### config.mk
export PLATFORM = sky130hd
export DESIGN_NAME = sif_top
export DESIGN_NICKNAME = d
export VERILOG_FILES = /design/src/sif_top.v /design/src/sif_rx_filter.v
export VERILOG_INCLUDE_DIRS = /design/src
export SDC_FILE = /design/constraint.sdc
export NUM_CORES = 1
export LEC_CHECK = 0
export ABC_AREA = 1
export BUFFER_PORTS_ARGS = -buffer_cell sky130_fd_sc_hd__buf_2
export CAP_MARGIN = 20
export CELL_PAD_IN_SITES_DETAIL_PLACEMENT = 2
export CELL_PAD_IN_SITES_GLOBAL_PLACEMENT = 2
export CORE_AREA = 2 2 102 104
export CTS_BUF_LIST = sky130_fd_sc_hd__clkbuf_8 sky130_fd_sc_hd__clkbuf_16
export DETAILED_ROUTE_END_ITERATION = 6
export DIE_AREA = 0 0 104 106
export PLACE_DENSITY = 0.84
export SYNTH_ARGS = -nofsm -noshare
export SYNTH_HDL_FRONTEND = slang
export SYNTH_SLANG_ARGS = --single-unit
### constraint.sdc
create_clock -name clk_i -period 1.1 [get_ports clk_i]
set_input_delay 0.11 -clock clk_i [delete_from_list [all_inputs] [get_ports clk_i]]
set_output_delay 0.11 -clock clk_i [all_outputs]
set_load 0.01 [all_outputs]
### src/sif_map.vh
// register offsets, field positions and reset values of the serial input filter block
`ifndef SIF_MAP_VH
`define SIF_MAP_VH
// ----------------------------------------
// register byte offsets (wishbone word aligned)
// ----------------------------------------
`define SIF_NFEN_IDX 20'hF0070
`define SIF_ADDR_W 22
`define SIF_NFEN_ADDR 22'h3C01C0
`define SIF_ISC_ADDR 22'h3C01C4
`define SIF_PCG_ADDR 22'h3C01C8
`define SIF_START_ADDR 22'h3C01CC
`define SIF_STOP_ADDR 22'h3C01D0
`define SIF_STAT_ADDR 22'h3C01D4
`define SIF_OE_ADDR 22'h3C01D8
`define SIF_DOUT_ADDR 22'h3C01DC
`define SIF_CKOUT_ADDR 22'h3C01E0
// ----------------------------------------
// field positions and reset values
// ----------------------------------------
`define SIF_FILT_ON_BIT 0
`define SIF_EXTINT_BIT 0
`define SIF_TIMER_BIT 1
`define SIF_CLK_ON_BIT 0
`define SIF_NFEN_RST 8'h00
`define SIF_ISC_RST 8'h00
`define SIF_PCG_RST 8'h00
`define SIF_STAT_RST 2'h0
`define SIF_OE_RST 2'h0
`define SIF_DOUT_RST 2'h3
`define SIF_CKOUT_RST 2'h3
`define SIF_FILT_HOLD 2
`endif

### src/sif_top.v
// serial unit input conditioning, input routing, unit gating and channel stop
`include "sif_map.vh"
module sif_top #(
   parameter NCH = 2 // number of channels
) (
   // clock, reset, enable
   input wire clk_i,
   input wire rst_i,
   input wire ce_i,
   // wishbone classic slave
   input wire cyc_i,
   input wire stb_i,
   input wire we_i,
   input wire [21:0] adr_i,
   input wire [3:0] sel_i,
   input wire [31:0] dat_i,
   output reg [31:0] dat_o,
   output reg ack_o,
   // receive pin and its routes
   input wire async_receive_pin_i,
   input wire external_interrupt_input_i,
   input wire timer_ch1_input_pin_i,
   output wire rx_data_o,
   output reg extint_o,
   output reg timer_in_o,
   // unit clock gate and channel view
   output wire unit_clk_en_o,
   input wire [NCH-1:0] engine_data_i,
   input wire [NCH-1:0] engine_clk_i,
   output wire [NCH-1:0] channel_run_o,
   output wire [NCH-1:0] port_release_o,
   output reg [NCH-1:0] serial_data_o,
   output reg [NCH-1:0] serial_clk_o
);
   // ----------------------------------------
   // registers
   // ----------------------------------------
   reg [7:0] rx_noise_filter_enable; // filter enable
   reg [7:0] input_switch_control; // receive routing
   reg [7:0] peripheral_clock_gate; // unit clock gate
   reg [NCH-1:0] channel_active_status; // per-channel running
   reg [NCH-1:0] serial_output_enable; // per-channel output enable
   reg [NCH-1:0] data_output_buffer; // data pin levels
   reg [NCH-1:0] clock_output_buffer; // clock pin levels
   wire rx_filtered; // conditioned receive level
   wire wr; // write strobe on byte lane 0
   wire rd_hit; // every address, mapped or not (tied high)
   wire unit_on; // unit clock enable bit
   reg [31:0] next_dat; // read mux

   assign unit_on = peripheral_clock_gate[`SIF_CLK_ON_BIT];
   assign unit_clk_en_o = unit_on;
   assign wr = cyc_i & stb_i & we_i & ~ack_o & sel_i[0];
   assign channel_run_o = channel_active_status & {NCH{unit_on}};
   assign port_release_o = ~channel_active_status & data_output_buffer
                           & clock_output_buffer;
   assign rx_data_o = rx_filtered;

   // ----------------------------------------
   // receive filter
   // ----------------------------------------
   sif_rx_filter u_filt (
      .clk_i(clk_i),
      .rst_i(rst_i),
      .ce_i(ce_i),
      .filt_on_i(rx_noise_filter_enable[`SIF_FILT_ON_BIT]),
      .rx_i(async_receive_pin_i),
      .rx_o(rx_filtered)
   );

   // ----------------------------------------
   // input routing, registered outputs
   // ----------------------------------------
   always @(posedge clk_i) begin
      if (rst_i) begin
         extint_o <= 1'b1;
         timer_in_o <= 1'b1;
      end else if (ce_i) begin
         // receive replaces the interrupt pin when selected
         extint_o <= input_switch_control[`SIF_EXTINT_BIT] ? rx_filtered
                     : external_interrupt_input_i;
         timer_in_o <= input_switch_control[`SIF_TIMER_BIT] ? rx_filtered
                       : timer_ch1_input_pin_i;
      end
   end

   // ----------------------------------------
   // exempt registers: writable whatever the gate
   // ----------------------------------------
   always @(posedge clk_i) begin
      if (rst_i) begin
         rx_noise_filter_enable <= `SIF_NFEN_RST;
         input_switch_control <= `SIF_ISC_RST;
         peripheral_clock_gate <= `SIF_PCG_RST;
      end else if (ce_i && wr) begin
         case (adr_i)
            // only bit 0 stored (bits 1:0 for input switch), others read zero
            `SIF_NFEN_ADDR: rx_noise_filter_enable <= {7'h00, dat_i[0]};
            `SIF_ISC_ADDR: input_switch_control <= {6'h00, dat_i[1:0]};
            `SIF_PCG_ADDR: peripheral_clock_gate <= {7'h00, dat_i[0]};
            default: begin
            end
         endcase
      end
   end

   // ----------------------------------------
   // unit control registers, held at default while gated
   // ----------------------------------------
   // a start register is provided so the stop path can be exercised
   always @(posedge clk_i) begin
      if (rst_i || (ce_i && !unit_on)) begin
         channel_active_status <= `SIF_STAT_RST;
         serial_output_enable <= `SIF_OE_RST;
         // buffers are reset in their own per-bit process, one driver each
      end else if (ce_i) begin
         if (wr) begin
            case (adr_i)
               `SIF_START_ADDR: channel_active_status <= channel_active_status
                                | dat_i[NCH-1:0];
               // stop trigger: clear wins, nothing stored
               `SIF_STOP_ADDR: channel_active_status <= channel_active_status
                               & ~dat_i[NCH-1:0];
               `SIF_OE_ADDR: serial_output_enable <= dat_i[NCH-1:0];
               default: begin
               end
            endcase
         end
         // stat address absent from writes: read-only
      end
   end

   // per-bit buffers: clock from software only when the channel is idle, data only when its output enable is clear, else the engine
   genvar g;
   generate
      for (g = 0; g < NCH; g = g + 1) begin : g_buf
         always @(posedge clk_i) begin
            if (rst_i || (ce_i && !unit_on)) begin
               // idle level high on both pins
               clock_output_buffer[g] <= 1'b1;
               data_output_buffer[g] <= 1'b1;
            end else if (ce_i) begin
               if (channel_active_status[g]) begin
                  clock_output_buffer[g] <= engine_clk_i[g];
               end else if (wr && adr_i == `SIF_CKOUT_ADDR) begin
                  clock_output_buffer[g] <= dat_i[g];
               end
               if (serial_output_enable[g]) begin
                  data_output_buffer[g] <= engine_data_i[g];
               end else if (wr && adr_i == `SIF_DOUT_ADDR) begin
                  data_output_buffer[g] <= dat_i[g];
               end
            end
         end
      end
   endgenerate

   // ----------------------------------------
   // pin levels from buffers
   // ----------------------------------------
   always @(posedge clk_i) begin
      if (rst_i) begin
         serial_data_o <= `SIF_DOUT_RST;
         serial_clk_o <= `SIF_CKOUT_RST;
      end else if (ce_i) begin
         serial_data_o <= data_output_buffer;
         serial_clk_o <= clock_output_buffer;
      end
   end

   // ----------------------------------------
   // read mux
   // ----------------------------------------
   assign rd_hit = 1'b1;
   always @* begin
      next_dat = 32'h00000000;
      case (adr_i)
         `SIF_NFEN_ADDR: next_dat = {24'h000000, rx_noise_filter_enable};
         `SIF_ISC_ADDR: next_dat = {24'h000000, input_switch_control};
         `SIF_PCG_ADDR: next_dat = {24'h000000, peripheral_clock_gate};
         `SIF_STAT_ADDR: next_dat[NCH-1:0] = channel_active_status;
         `SIF_OE_ADDR: next_dat[NCH-1:0] = serial_output_enable;
         `SIF_DOUT_ADDR: next_dat[NCH-1:0] = data_output_buffer;
         `SIF_CKOUT_ADDR: next_dat[NCH-1:0] = clock_output_buffer;
         // stop and start triggers read zero
         default: next_dat = 32'h00000000;
      endcase
   end

   // ----------------------------------------
   // wishbone answer: one wait cycle, ack one cycle
   // ----------------------------------------
   always @(posedge clk_i) begin
      if (rst_i) begin
         ack_o <= 1'b0;
         dat_o <= 32'h00000000;
      end else if (ce_i) begin
         ack_o <= cyc_i & stb_i & ~ack_o & rd_hit;
         dat_o <= next_dat;
      end
   end
endmodule // sif_top

### src/sif_rx_filter.v
// synchroniser and two-sample noise filter for the receive pin
module sif_rx_filter (
   // clock, reset, enable
   input wire clk_i,
   input wire rst_i,
   input wire ce_i,
   // control
   input wire filt_on_i,
   // pin in, conditioned out
   input wire rx_i,
   output wire rx_o
);
   // ----------------------------------------
   // state
   // ----------------------------------------
   reg sync_a; // first stage, read only by sync_b
   reg sync_b; // synchronised level
   reg samp_prev; // previous synchronised sample
   reg filt; // accepted level

   // ----------------------------------------
   // synchroniser and filter
   // ----------------------------------------
   // idle line is high, so reset to 1 to avoid a false start edge
   always @(posedge clk_i) begin
      if (rst_i) begin
         sync_a <= 1'b1;
         sync_b <= 1'b1;
         samp_prev <= 1'b1;
         filt <= 1'b1;
      end else if (ce_i) begin
         sync_a <= rx_i;
         sync_b <= sync_a;
         samp_prev <= sync_b;
         // accept only after two equal samples, else hold
         if (sync_b == samp_prev) begin
            filt <= sync_b;
         end
         // disagreeing samples keep the old level
      end
   end

   // bypass gives the plain synchronised level
   assign rx_o = filt_on_i ? filt : sync_b;
endmodule // sif_rx_filter

==> results of run 1 <==
## critical path, cell delays in order (launching register included)
cell	delay, ns
dfxtp_2	0.33
nand3b_4	0.16
nor2_4	0.15
nand2_4	0.09
buf_4	0.15
nor2_4	0.14
buf_4	0.14
a211oi_2	0.05
## cell type report
class	instances	area, um^2
Inverter	21	83.83
Clock inverter	1	7.507
Clock buffer	3	41.29
Multi-Input combinational cell	207	1161
Fill cell	1251	7521
Tap cell	136	170.2
Sequential cell	25	524.3
Timing Repair Buffer	77	490.5
## layer usage
metal	track usage, %	share of wire, %
met1	12.86	42
met2	20.63	53
met3	1.717	3.3
met4	4.054	1.4
met5	0	0
## registers in the layout, summed over array words and instances, names as in the netlist, 2 cells and up, named ones only
name                  count
input_switch_control      2
data_output_buffer        2
dat_o                     2
serial_output_enable      2
clock_output_buffer       2
serial_clk_o              2
serial_data_o             2
## path summary, 6_finish.rpt
kind | end | start | slack, ns
worst min-delay path | dat_o[1]$_SDFFE_PP0P_ | rst_i | 0.03
worst max-delay path | serial_output_enable[0]$_SDFFE_PP0P_ | ack_o$_SDFFE_PP0P_ | -0.22
worst max register to register | serial_output_enable[0]$_SDFFE_PP0P_ | ack_o$_SDFFE_PP0P_ | -0.22
worst min register to register | dat_o[1]$_SDFFE_PP0P_ | dat_o[1]$_SDFFE_PP0P_ | 0.47
## cell usage in the layout, fill, tap and decap left out, drive strengths merged, types with 2 or more instances in the layout
cell type / netlist / layout
o211ai: 5 / 5
a21oi: 11 / 11
conb: 1 / 30
nand3: 16 / 16
inv: 20 / 20
clkbuf: 2 / 3
nand2: 70 / 70
nand4: 11 / 11
a211oi: 2 / 2
nor2: 44 / 44
dfxtp: 25 / 25
buf: 32 / 77
o21ai: 15 / 15
## repair_timing
action | CTS | global route
resized for setup | 22 | 37
pin swaps | 4 | 7
setup buffers | 6 | 4
endpoints found under the setup margin | 17 | 20
cloned | 0 | 0
hold buffers | 0 | 0
## where the power goes
part / switching [mW] / leakage, nW / internal [mW]
sequential: 0.0134 / 0.206 / 0.918
combinational: 0.233 / 0.998 / 0.137
clock: 0.336 / 0.0217 / 0.258
## logic make-up after synthesis
| family | Yosys count | share of synthesized area [%] |
|---|---|---|
| compound gates | 33 | 10.97 |
| buf+inv | 55 | 18.85 |
| flops | 25 | 28.67 |
| simple gates | 144 | 41.29 |
| other cells | 1 | 0.2148 |
## per-stage QoR
step	hold WS [ns]	cell area (um^2)	cells	setup TNS [ns]	total power, mW
global placement	0.3259	2183	457	-2.306	1.294
floorplan	0.1724	1866	287	-0.4148	1.225
detailed placement	0.3245	2183	457	-3.087	1.305
finish	0.02783	2479	470	-2.112	1.895
CTS	0.01752	2335	467	-2.092	1.912
global route	0.03024	2479	470	-3.331	1.997
==> implementation parameters, run 1 <==
Parameter                              Value

Status
  Outcome ... finished, violations left
  Failing checks ... negative setup slack

Timing
  Post-route clock period utilization ... 120.1%
  Total count of hold-check failures in the final report ... 0
  Unrepaired setup endpoints after global routing ... yes
  Count of final max-slew check failures ... 0
  Fin crit period ... 1.322 ns
  Peak Freq ... 756.7 MHz
  Min setup slack post-route ... -0.2215 ns
  Worst clock skew ... 0.002470 ns
  Endpoints failing setup ... 12

Final layout
  Number of antenna cells inserted ... 0
  Net count reported at finish ... 406
  Syn-to-layout area delta ... 42.01%
  Fraction of final layout cells sized beyond drive strength 1 ... 44.01%
  Final Util ... 24.79%

Job
  Max-capacitance violation count ... 0

Critical path
  Endpoint required time on the critical path ... 1.27 ns
  Arrival time at the worst endpoint ... 1.49 ns
  Setup crit end kind ... flip-flop
  Worst reg2reg path depth ... 7
  WS Path Type ... flip-flop to flip-flop
  Critical path fanouts, max ... 4
  Worst Setup Start Kind ... flip-flop

Detailed routing
  Final routed wirelength across all metal layers ... 6.470 mm
  First-pass iteration count of the detailed router ... 4
  Post-route DRC ... 0
  Routed length per instance ... 13.77 um
  Number of vias per cell ... 4.096
  DRC violation total after the first TritonRoute iteration ... 57
  Detail Route Antenna Nets ... 0
  Total number of vias ... 1925

Placed design
  Placer congestion estimate ... 0.8103
  Number of buffers added on ports ... 52
  Pre-CTS setup slack ... -0.2900 ns
  Half-perimeter wire length after detailed placement ... 4.840 mm

Logic synthesis
  Sequential element share of the synthesized area ... 28.67%
  Mean post-synth cell area ... 6.765 um^2
  Flip-flop and latch count after synthesis ... 25
  Number of flops mapped to enable cells by yosys ... 0
  Number of library cell types mapped by synthesis ... 28
  Portion of synthesized cell area occupied by the leading cell type ... 28.67%
  Largest cells by area after synthesis ... dfxtp_1 29%, nand2_1 14%, buf_4 13%, nor2_1 6.9%, nand3_1 4.3%
  Top cell types by occurrence after synthesis ... 64 x nand2_1, 32 x nor2_1, 31 x buf_4
  Post-synthesis cell area ... 1745 um^2
  Async set or reset register ratio after synthesis ... 0%
  Post-synthesis instance total ... 258
  Largest area contributor in the synthesized netlist ... dfxtp_1
  Dominant cell by count in the synthesized netlist ... nand2_1
  Yosys Warn Count ... 0
  Ys flop type ... dfxtp_1

Clocking
  Library cell used as clock root buffer ... clkbuf_8
  Cts bufs inserted ... 3
  Clock Latency Late Sink ... 0.28 ns
  Clock tree from TritonCTS ... yes
  Total clock sinks ... 25
  Clock slew at reported path FFs ... 0.10 ns
  Total number of H-tree levels ... 1
  CTS Buffer Depth ... 2

Floorplan
  Die width ... 104 um
  Starting density of the core ... 17.45%
  Area of the die ... 11020 um^2
  Die Height ... 106 um
  Area of the core ... 10000 um^2
  Rows ... 37
  Number of top-level pins ... 116

Power
  Power per standard cell area ... 764.5 nW/um^2
  Leak ... 1.226 nW
  Worst VDD drop ... 0.0003335 V

Global routing
  Number of global-route vias before repair ... 1948
  GRT Residual Overflow ... 0
  Maximum number of pins on one net before global-route repair ... 16
  Wire length of the first global-routing pass ... 9.832 mm
  Gr usage total ... 11.11%
  Antenna violations before repair ... 0

Hold path
  Number of cells on the worst hold path ... 2
  Tightest Hold Check Type ... input port to flip-flop
Power figures use the tool's default switching activity.
==> inputs of run 2 (changes only) <==
- MAX_ROUTING_LAYER: not set -> met4
==> run 2 against run 1 <==
  * The flow still finishes with violations (negative setup slack)
  * Cell count did not move
  * Sequential power barely moved
  * Wire length barely moved
==> implementation parameters, run 2 (synthesis results as in run 1) <==
Parameter                              Value

Status
  Outcome ... finished, violations left
  Failing checks ... negative setup slack

Floorplan
  Area of the core ... 10000 um^2
  Number of top-level pins ... 116
  Starting density of the core ... 17.45%
  Die Height ... 106 um
  Area of the die ... 11020 um^2
  Rows ... 37
  Die width ... 104 um

Job
  Max-capacitance violation count ... 0

Clocking
  Clock slew at reported path FFs ... 0.10 ns
  Clock Latency Late Sink ... 0.28 ns
  Hold buffer count at cts ... 0
  Cts bufs inserted ... 3
  Total clock sinks ... 25
  Library cell used as clock root buffer ... clkbuf_8
  Clock tree from TritonCTS ... yes
  Total number of H-tree levels ... 1
  CTS Buffer Depth ... 2

Global routing
  Gr usage total ... 11.43%
  Maximum number of pins on one net before global-route repair ... 16
  Antenna violations before repair ... 0
  Wire length of the first global-routing pass ... 9.839 mm
  Number of global-route vias before repair ... 1945
  GRT Residual Overflow ... 0

Critical path
  Setup crit end kind ... flip-flop
  Crit path cell chain ... nand3b_4, nor2_4, nand2_4, buf_4, nor2_4, buf_4, a211oi_2
  Critical path fanouts, max ... 4
  WS Path Type ... flip-flop to flip-flop
  Worst reg-to-reg setup slack ... -0.22 ns
  Stage delay of the slowest cell on the critical path ... 0.34 ns
  Worst Setup Start Kind ... flip-flop
  Arrival time at the worst endpoint ... 1.50 ns
  Max stage delay cell, worst path ... dfxtp_2
  Endpoint required time on the critical path ... 1.27 ns

Detailed routing
  First-pass iteration count of the detailed router ... 4
  Routed length per instance ... 13.76 um
  Total number of vias ... 1914
  Number of vias per cell ... 4.072
  Post-route DRC ... 0
  Final routed wirelength across all metal layers ... 6.468 mm
  Detail Route Antenna Nets ... 0
  DRC violation total after the first TritonRoute iteration ... 71

Timing
  Count of final max-slew check failures ... 0
  Peak Freq ... 755.9 MHz
  Fin Setup TNS ... -2.112 ns
  Total count of hold-check failures in the final report ... 0
  Unrepaired setup endpoints after global routing ... yes
  Worst clock skew ... 0.002498 ns
  Endpoints failing setup ... 12
  Min setup slack post-route ... -0.2230 ns
  Post-route clock period utilization ... 120.3%
  Fin crit period ... 1.323 ns

Final layout
  Syn-to-layout area delta ... 42.01%
  Fraction of final layout cells sized beyond drive strength 1 ... 44.01%
  Multi-input gate area ... 1161 um^2
  Final Util ... 24.79%
  Net count reported at finish ... 406
  Count of placed standard cells in the final layout, fillers left out ... 470
  Number of antenna cells inserted ... 0
  Commonest non-fill, non-tap cell in the layout ... nand2_1
  Most frequent cells in the layout ... 59 x nand2_1, 49 x buf_2, 30 x conb_1
  Footprint of the flip-flops and latches ... 524.3 um^2
  Design Area, Final ... 2479 um^2
  FILL cells ... 1251

Placed design
  Placer congestion estimate ... 0.8222
  Post-detailed-placement cell area ... 2183 um^2
  Half-perimeter wire length after detailed placement ... 4.840 mm
  Number of buffers added on ports ... 52
  # placed instances ... 457

Power
  Power per standard cell area ... 769.3 nW/um^2
  Leak ... 1.226 nW
  Total Power ... 1.907 mW
  Worst VDD drop ... 0.0003387 V

Hold path
  Tightest Hold Check Type ... input port to flip-flop
[run 2: cell counts in the layout (fill, tap and decap cells not counted)]
Identical to the previous run, type by type.
[run 2: final timing paths]
kind                         startpoint                              endpoint  depth (start not counted)
setup / recovery     ack_o$_SDFFE_PP0P_  serial_output_enable[0]$_SDFFE_PP0P_                          7
hold / removal                    rst_i                 dat_o[1]$_SDFFE_PP0P_                          2
setup reg to reg     ack_o$_SDFFE_PP0P_  serial_output_enable[0]$_SDFFE_PP0P_                          7
hold reg to reg   dat_o[1]$_SDFFE_PP0P_                 dat_o[1]$_SDFFE_PP0P_                          2
[run 2: critical path: cells and delay by family (launching register included)]
kind                   cells  cell delay (ns)
AND/OR/NAND/NOR            4             0.54
flip-flops                 1             0.34
AO/OA/AOI/OAI              1             0.05
buffers and inverters      2             0.29
[run 2: layout make-up]
cell class / instances / share of cell area [%]
inverters: 21 / 3.382
flip-flops and latches: 25 / 21.15
clock inverters: 1 / 0.3029
repair buffers: 77 / 19.79
multi-input cells: 207 / 46.84
well taps: 136 / 6.865
clock buffers: 3 / 1.666
[run 2: per-layer routing]
layer  track usage [%]  part of all wire, %
met5                 -                    0
met4             4.054                  1.5
met3             1.533                  3.5
met2             20.63                   53
met1             13.01                   42
[run 2: repair_timing]
item                                    4_1_cts  5_1_grt
setup buffers                                 6        4
pin swaps                                     4        7
hold endpoints to repair                      0        0
resized for setup                            22       37
endpoints found under the setup margin       17       20
[run 2: power breakdown]
group | switching (mW) | leakage (nW) | total (mW) | internal (mW)
combinational | 0.233 | 0.998 | 0.370 | 0.137
clock | 0.347 | 0.0217 | 0.606 | 0.258
sequential | 0.0134 | 0.206 | 0.931 | 0.918
[run 2: through the flow]
stage | setup slack [ns] | hold slack, ns
finish | -0.2230 | 0.02395
global route | -0.3152 | 0.03024
CTS | -0.2204 | 0.01752
detailed placement | -0.2900 | 0.3245
global placement | -0.2336 | 0.3259
floorplan | -0.1433 | 0.1724
